<file path="config.mk">
export PLATFORM = sky130hd
export DESIGN_NAME = smsw_sleep_wake
export DESIGN_NICKNAME = d
export VERILOG_FILES = /design/src/smsw_sleep_wake.v
export VERILOG_INCLUDE_DIRS = /design/src
export SDC_FILE = /design/constraint.sdc
export NUM_CORES = 1
export LEC_CHECK = 0
export CORE_AREA = 5 5 84 86
export DETAILED_ROUTE_END_ITERATION = 16
export DIE_AREA = 0 0 89 91
export DONT_BUFFER_PORTS = 1
export PLACE_DENSITY = 0.56
export SLEW_MARGIN = 15
export SYNTH_ARGS = -nofsm -noshare
export SYNTH_HDL_FRONTEND = slang
export SYNTH_SLANG_ARGS = --single-unit
export TNS_END_PERCENT = 30
</file>
<file path="constraint.sdc">
create_clock -name clock_in -period 3.1 [get_ports clock_in]
set_input_delay 0.62 -clock clock_in [delete_from_list [all_inputs] [get_ports clock_in]]
set_output_delay 0.62 -clock clock_in [all_outputs]
set_load 0.01 [all_outputs]
</file>
<file path="src/smsw_map.vh">
// Purpose: constants for the sleep/wake controller
// Assumes: one 250 MHz clock, active-low async reset
// Notes: wake source codes are reported on a status output
`ifndef SMSW_MAP_VH
`define SMSW_MAP_VH
`define SMSW_CLK_PERIOD_NS 4
`define SMSW_SRC_W 3
`define SMSW_SRC_NONE 3'h0
`define SMSW_SRC_SWITCH 3'h1
`define SMSW_SRC_WAKE_LINE 3'h2
`define SMSW_SRC_CS 3'h4
`define SMSW_LINE_SETTLE 2'h2
`endif

</file>
<file path="src/smsw_sleep_wake.v">
// Purpose: sleep/wake mode control of a multi-input switch monitor
// Assumes: sleep and status commands arrive as decoded one-cycle strobes
// Notes: wake line is open drain; the testbench resolves the wire level
// Operation
// - sleep command enters Sleep on the chip-select rising edge ending the transfer.
// - entering Sleep releases the wake line high, disabling the supply.
// - in Normal the wake line is held low, supply enabled.
// - in Sleep a switch change, closure or opening, pulls wake low and returns to Normal.
// - wake line pulled low by another device wakes a sleeping device.
// - chip-select falling edge wakes the device into Normal.
// - switch change after the sleep command, before the chip-select rising edge, cancels the sleep entry.
// - status command wakes the device; its first data may be invalid.
// - power-on reset restores Normal mode and default register values.
// - wake source flag stays readable after wake-up.
`timescale 1ns/10ps
`include "smsw_map.vh"
module smsw_sleep_wake #(
	parameter SW_W = 22
) (
	// clock and reset
	input wire clock_in,
	input wire rstn_in,
	// spi side
	input wire cs_n_in,
	input wire sleep_cmd_in,
	input wire status_cmd_in,
	// switch comparators
	input wire [SW_W-1:0] switch_state_in,
	// shared wake line
	input wire wake_n_in,
	output reg wake_n_out,
	output reg wake_n_oe_n_out,
	// status
	output reg sleep_out,
	output reg status_invalid_out,
	output reg [`SMSW_SRC_W-1:0] wake_src_out,
	input wire wake_src_clr_in
);
	localparam ST_NORMAL = 2'b01;
	localparam ST_SLEEP = 2'b10;

	// two-stage synchronisers for pins
	reg [SW_W-1:0] sw_s1_r;
	reg [SW_W-1:0] sw_s2_r;
	reg [SW_W-1:0] sw_prev_r;
	reg cs_s1_r;
	reg cs_s2_r;
	reg cs_prev_r;
	reg wk_s1_r;
	reg wk_s2_r;
	// mode state and its pending and flag bits
	reg [1:0] state_r;
	reg [1:0] state_nxt;
	reg sleep_pend_r;
	reg sleep_pend_nxt;
	reg invalid_r;
	reg invalid_nxt;
	reg [`SMSW_SRC_W-1:0] src_r;
	reg [`SMSW_SRC_W-1:0] src_nxt;
	// our own release needs two sync stages before the line reads true
	reg [1:0] settle_r;
	reg [1:0] settle_nxt;

	wire cs_rise;
	wire cs_fall;
	wire sw_change;
	wire sw_cancel;
	wire line_ready;
	wire wk_low;

	assign cs_rise = cs_s2_r & ~cs_prev_r;
	assign cs_fall = ~cs_s2_r & cs_prev_r;
	assign sw_change = |(sw_s2_r ^ sw_prev_r);
	assign sw_cancel = sw_change & ~cs_s2_r;
	assign line_ready = (settle_r == `SMSW_LINE_SETTLE);
	// without the settle mask our own stale low drive would wake us at once
	assign wk_low = ~wk_s2_r & line_ready;

	always @(posedge clock_in or negedge rstn_in) begin
		if (!rstn_in) begin
			sw_s1_r <= {SW_W{1'b0}};
			sw_s2_r <= {SW_W{1'b0}};
			sw_prev_r <= {SW_W{1'b0}};
		end else begin
			sw_s1_r <= switch_state_in;
			sw_s2_r <= sw_s1_r;
			sw_prev_r <= sw_s2_r;
		end
	end

	always @(posedge clock_in or negedge rstn_in) begin
		if (!rstn_in) begin
			cs_s1_r <= 1'b1;
			cs_s2_r <= 1'b1;
			cs_prev_r <= 1'b1;
		end else begin
			cs_s1_r <= cs_n_in;
			cs_s2_r <= cs_s1_r;
			cs_prev_r <= cs_s2_r;
		end
	end

	always @(posedge clock_in or negedge rstn_in) begin
		if (!rstn_in) begin
			wk_s1_r <= 1'b0;
			wk_s2_r <= 1'b0;
		end else begin
			wk_s1_r <= wake_n_in;
			wk_s2_r <= wk_s1_r;
		end
	end

	always @* begin
		settle_nxt = 2'h0;
		if (state_r == ST_SLEEP) begin
			if (line_ready) begin
				settle_nxt = settle_r;
			end else begin
				settle_nxt = settle_r + 2'h1;
			end
		end
	end

	always @(posedge clock_in or negedge rstn_in) begin
		if (!rstn_in) begin
			settle_r <= 2'h0;
		end else begin
			settle_r <= settle_nxt;
		end
	end

	always @* begin
		state_nxt = state_r;
		sleep_pend_nxt = sleep_pend_r;
		invalid_nxt = invalid_r;
		src_nxt = src_r;
		if (wake_src_clr_in) begin
			src_nxt = `SMSW_SRC_NONE;
		end
		case (state_r)
		ST_NORMAL: begin
			if (sleep_cmd_in) begin
				sleep_pend_nxt = 1'b1;
			end
			if (sw_cancel) begin
				sleep_pend_nxt = 1'b0;
			end
			if (cs_rise && sleep_pend_r && !sw_cancel) begin
				state_nxt = ST_SLEEP;
				sleep_pend_nxt = 1'b0;
			end else if (cs_rise) begin
				sleep_pend_nxt = 1'b0;
			end
			// second status command yields valid data
			if (status_cmd_in && invalid_r) begin
				invalid_nxt = 1'b0;
			end
		end
		ST_SLEEP: begin
			// set wins over a same-cycle clear of the source flag
			if (sw_change) begin
				state_nxt = ST_NORMAL;
				src_nxt = `SMSW_SRC_SWITCH;
			end else if (wk_low) begin
				state_nxt = ST_NORMAL;
				src_nxt = `SMSW_SRC_WAKE_LINE;
			end else if (cs_fall || status_cmd_in) begin
				state_nxt = ST_NORMAL;
				src_nxt = `SMSW_SRC_CS;
				invalid_nxt = 1'b1;
			end
		end
		default: begin
			state_nxt = ST_NORMAL;
			sleep_pend_nxt = 1'b0;
		end
		endcase
	end

	// async reset models the internal power-on monitor
	always @(posedge clock_in or negedge rstn_in) begin
		if (!rstn_in) begin
			state_r <= ST_NORMAL;
			sleep_pend_r <= 1'b0;
			invalid_r <= 1'b0;
			src_r <= `SMSW_SRC_NONE;
			wake_n_out <= 1'b0;
			wake_n_oe_n_out <= 1'b0;
			sleep_out <= 1'b0;
			status_invalid_out <= 1'b0;
			wake_src_out <= `SMSW_SRC_NONE;
		end else begin
			state_r <= state_nxt;
			sleep_pend_r <= sleep_pend_nxt;
			invalid_r <= invalid_nxt;
			src_r <= src_nxt;
			// drive low in Normal, release in Sleep for the pull-up
			wake_n_out <= 1'b0;
			wake_n_oe_n_out <= (state_nxt == ST_SLEEP);
			sleep_out <= (state_nxt == ST_SLEEP);
			status_invalid_out <= invalid_nxt;
			wake_src_out <= src_nxt;
		end
	end
endmodule

</file>
==> impl_metrics.py <==
metrics = {
    "yosys": {
        "synth_fp_nets": 194,
        "synth_top_area_share_pct": 72.9,
        "synth_area_leaders": "dfrtp_1, xor2_1, dfstp_2, ha_1, nor4_2",
        "synth-seq-cells": 81,
        "async_reset_ff_share_pct": 100,
        "synth-main-ff-cell": "dfrtp_1",
        "yosys_warnings": 0,
        "synth_area_um2": 2640,
        "synth_most_common_cell": "dfrtp_1",
        "syn_inst": 162,
        "synthTopCellsByCount": "dfrtp_1, xor2_1, nor2_1",
        "post-synth-top-area-cell": "dfrtp_1",
        "synth_edf_count": 0,
        "syn_avg_cell_area_um2": 16.3,
        "synthDistinctLibCells": 34,
        "yosysSeqAreaShare_pct": 76.9,
    },
    "placement": {
        "port_buffers": 0,
        "hpwl_um": 2470,
        "place.gp.congestion": 0.843,
        "placed_cells": 236,
    },
    "global_routing": {
        "gr-total-overflow": 0,
        "grt_start_max_net_pins": 78,
        "grtUsageTotal_pct": 11.2,
        "antenna_found_initial": 0,
        "met3_usage_pct": 6.33,
        "grt_pass1_vias": 1374,
        "grt-busiest-layer": "met2",
        "grtUsageMet1_pct": 14.5,
        "grt_pass1_wl_um": 6710,
        "grt_use_met2_pct": 14.9,
    },
    "sta": {
        "slew_viol_final": 0,
        "setup_viol": 0,
        "rsz0062_at_grt": "false",
        "period_share_pct": 58.9,
        "clock_skew_ns": 0.00440,
        "fin_tns_setup_ns": 0,
        "hold_violations": 0,
        "period_minus_slack_ns": 1.83,
        "max_freq_ghz": 0.547,
    },
    "clocking": {
        "post_cts_resized": 0,
        "holdBufCountCts": 1,
        "worstSkewPairLatency_ns": 0.35,
        "cts_tree": "done",
        "cts_max_path_buffers": 2,
        "cts_setup_buffers": 0,
        "clock_sinks": 81,
        "clkTransAtPathRegs_ns": 0.08,
        "numCtsBuffers": 9,
        "clock-root-buffer": "clkbuf_8",
        "htreeDepth": 3,
    },
    "detailed_routing": {
        "wirelength_um": 3740,
        "post_drt_wl_per_cell_um": 14.8,
        "final_antenna_net_count": 0,
        "drc_errors": 0,
        "drt-initial-drc-count": 55,
        "via_per_inst": 4.84,
        "via_count": 1224,
        "firstDrtPassIters": 4,
    },
    "worst_setup_path": {
        "rrSetupSlack_ns": 1.27,
        "worstPathMaxFanout": 4,
        "startpoint": "state_r[0]",
        "crit_type": "reg2reg",
        "cp.arrival_ns": 2.12,
        "crit_path_end_kind": "register",
        "r2r-end": "sleep_out",
        "cp-start-kind": "register",
        "r2r_cells": 6,
        "endpoint": "sleep_out",
        "regToRegStartpoint": "state_r[0]",
        "required_ns": 3.39,
    },
    "layout": {
        "diodes": 0,
        "drive_gt1_share_pct": 16.5,
        "n_fill_cell": 531,
        "final_util_pct": 47.7,
        "area_growth_pct": 12.0,
        "stdcell_count": 253,
        "fin_nets": 203,
    },
    "min_path": {
        "hold_path_class": "in2async",
    },
    "power": {
        "p_per_area_nw_per_um2": 699,
        "p_total_mw": 2.07,
        "irDropWorstVdd_mv": 0.393,
        "p_leak_nw": 1.32,
    },
    "floorplan": {
        "pin_count": 36,
        "initial_core_util_pct": 42.6,
        "core.rowCount": 29,
        "die_h_um": 91,
        "die_w_um": 89,
        "core_um2": 6200,
        "dieArea_um2": 8100,
    },
    "flow_run": {
        "maxCapViolCount": 0,
    },
    "status": {
        "status": "finished, final reports clean",
    },
}
[worst min path at each step]
stage | from | end
final | rstn_in | cs_s1_r
after global routing | rstn_in | cs_s1_r
after CTS | rstn_in | cs_s1_r
after detailed placement | rstn_in | sw_s1_r[21]
after global placement | rstn_in | sw_s1_r[0]
after floorplan | rstn_in | invalid_r
[stage by stage]
stage,hold slack (ns),instance area [um^2],worst slack [ns]
global route,0.0526,2960,1.07
global placement,0.327,2720,1.42
finish,0.104,2960,1.27
detailed placement,0.326,2720,1.29
floorplan,0.324,2640,1.46
CTS,0.0780,2960,1.27
[sequential cells by signal, indices dropped and copies added, names as in the netlist, 2 cells and up]
| signal | count |
|---|---|
| settle_r | 2 |
| src_r | 3 |
| state_r | 2 |
| sw_prev_r | 22 |
| sw_s1_r | 22 |
| sw_s2_r | 22 |
[metal layers]
layer	part of all wire (%)	vias to the layer above	routed length, um
li1	-	558	-
met1	45	614	1670
met2	45	41	1690
met3	7.4	11	278
met4	2.7	0	101
met5	0	-	0
[cells in the final DEF, fill, tap and decap left out]
| cell | Yosys | final |
|---|---|---|
| a211o_1 | 1 | 1 |
| a21oi_1 | 3 | 3 |
| a221oi_1 | 1 | 1 |
| a22o_1 | 1 | 1 |
| a31oi_1 | 2 | 2 |
| a32oi_1 | 1 | 1 |
| and2_1 | 1 | 1 |
| and2_2 | 1 | 1 |
| and4_4 | 1 | 1 |
| buf_16 | 0 | 1 |
| bufinv_16 | 0 | 1 |
| clkbuf_8 | 0 | 10 |
| clkinvlp_4 | 0 | 2 |
| conb_1 | 1 | 1 |
| dfrtp_1 | 77 | 77 |
| dfstp_2 | 4 | 4 |
| ha_1 | 3 | 3 |
| inv_1 | 6 | 6 |
| inv_6 | 0 | 2 |
| inv_8 | 0 | 1 |
| nand2_1 | 3 | 3 |
| nand2_4 | 1 | 1 |
| nand2b_1 | 1 | 1 |
| nand3b_1 | 1 | 1 |
| nand4_1 | 2 | 2 |
| nand4b_1 | 1 | 1 |
| nor2_1 | 7 | 7 |
| nor2b_1 | 2 | 2 |
| nor3b_1 | 1 | 1 |
| nor4_1 | 3 | 3 |
| nor4_2 | 3 | 3 |
| nor4b_4 | 1 | 1 |
| o211a_1 | 1 | 1 |
| o21ai_0 | 2 | 2 |
| o21ai_1 | 2 | 2 |
| o32ai_1 | 1 | 1 |
| o41ai_2 | 1 | 1 |
| xor2_1 | 23 | 23 |
[power breakdown]
part           switching [mW]  internal (mW)  leakage [nW]
Clock                   0.383          0.405         0.101
Combinational          0.0822         0.0472         0.254
Sequential             0.0314           1.12         0.960
Total                   0.496           1.57          1.32
[logic make-up after synthesis]
group | synth area share [%]
AOI/OAI and AO/OA | 4.45
xor gates and xnor gates | 7.62
adders and majority gates | 1.42
buffers and inverters | 1.56
DFF | 76.9
other | 0.142
and+or+nand+nor | 7.91
[worst max-delay path, stage by stage, from the launching register on]
cell     delay, ns
dfstp_2       0.55
inv_1         0.06
ha_1          0.37
nor4_1        0.31
nand4_1       0.13
o21ai_1       0.18
o211a_1       0.17
[cell type report]
type,count,area (um^2),share of cell area [%]
repair buffers,1,27.5,0.930
inverters,6,22.5,0.761
flip-flops and latches,81,2030,68.7
clock inverters,6,73.8,2.49
multi-input cells,72,569,19.2
well taps,77,96.3,3.26
clock buffers,10,138,4.65
Note: power is estimated with default switching activity, not from simulation.
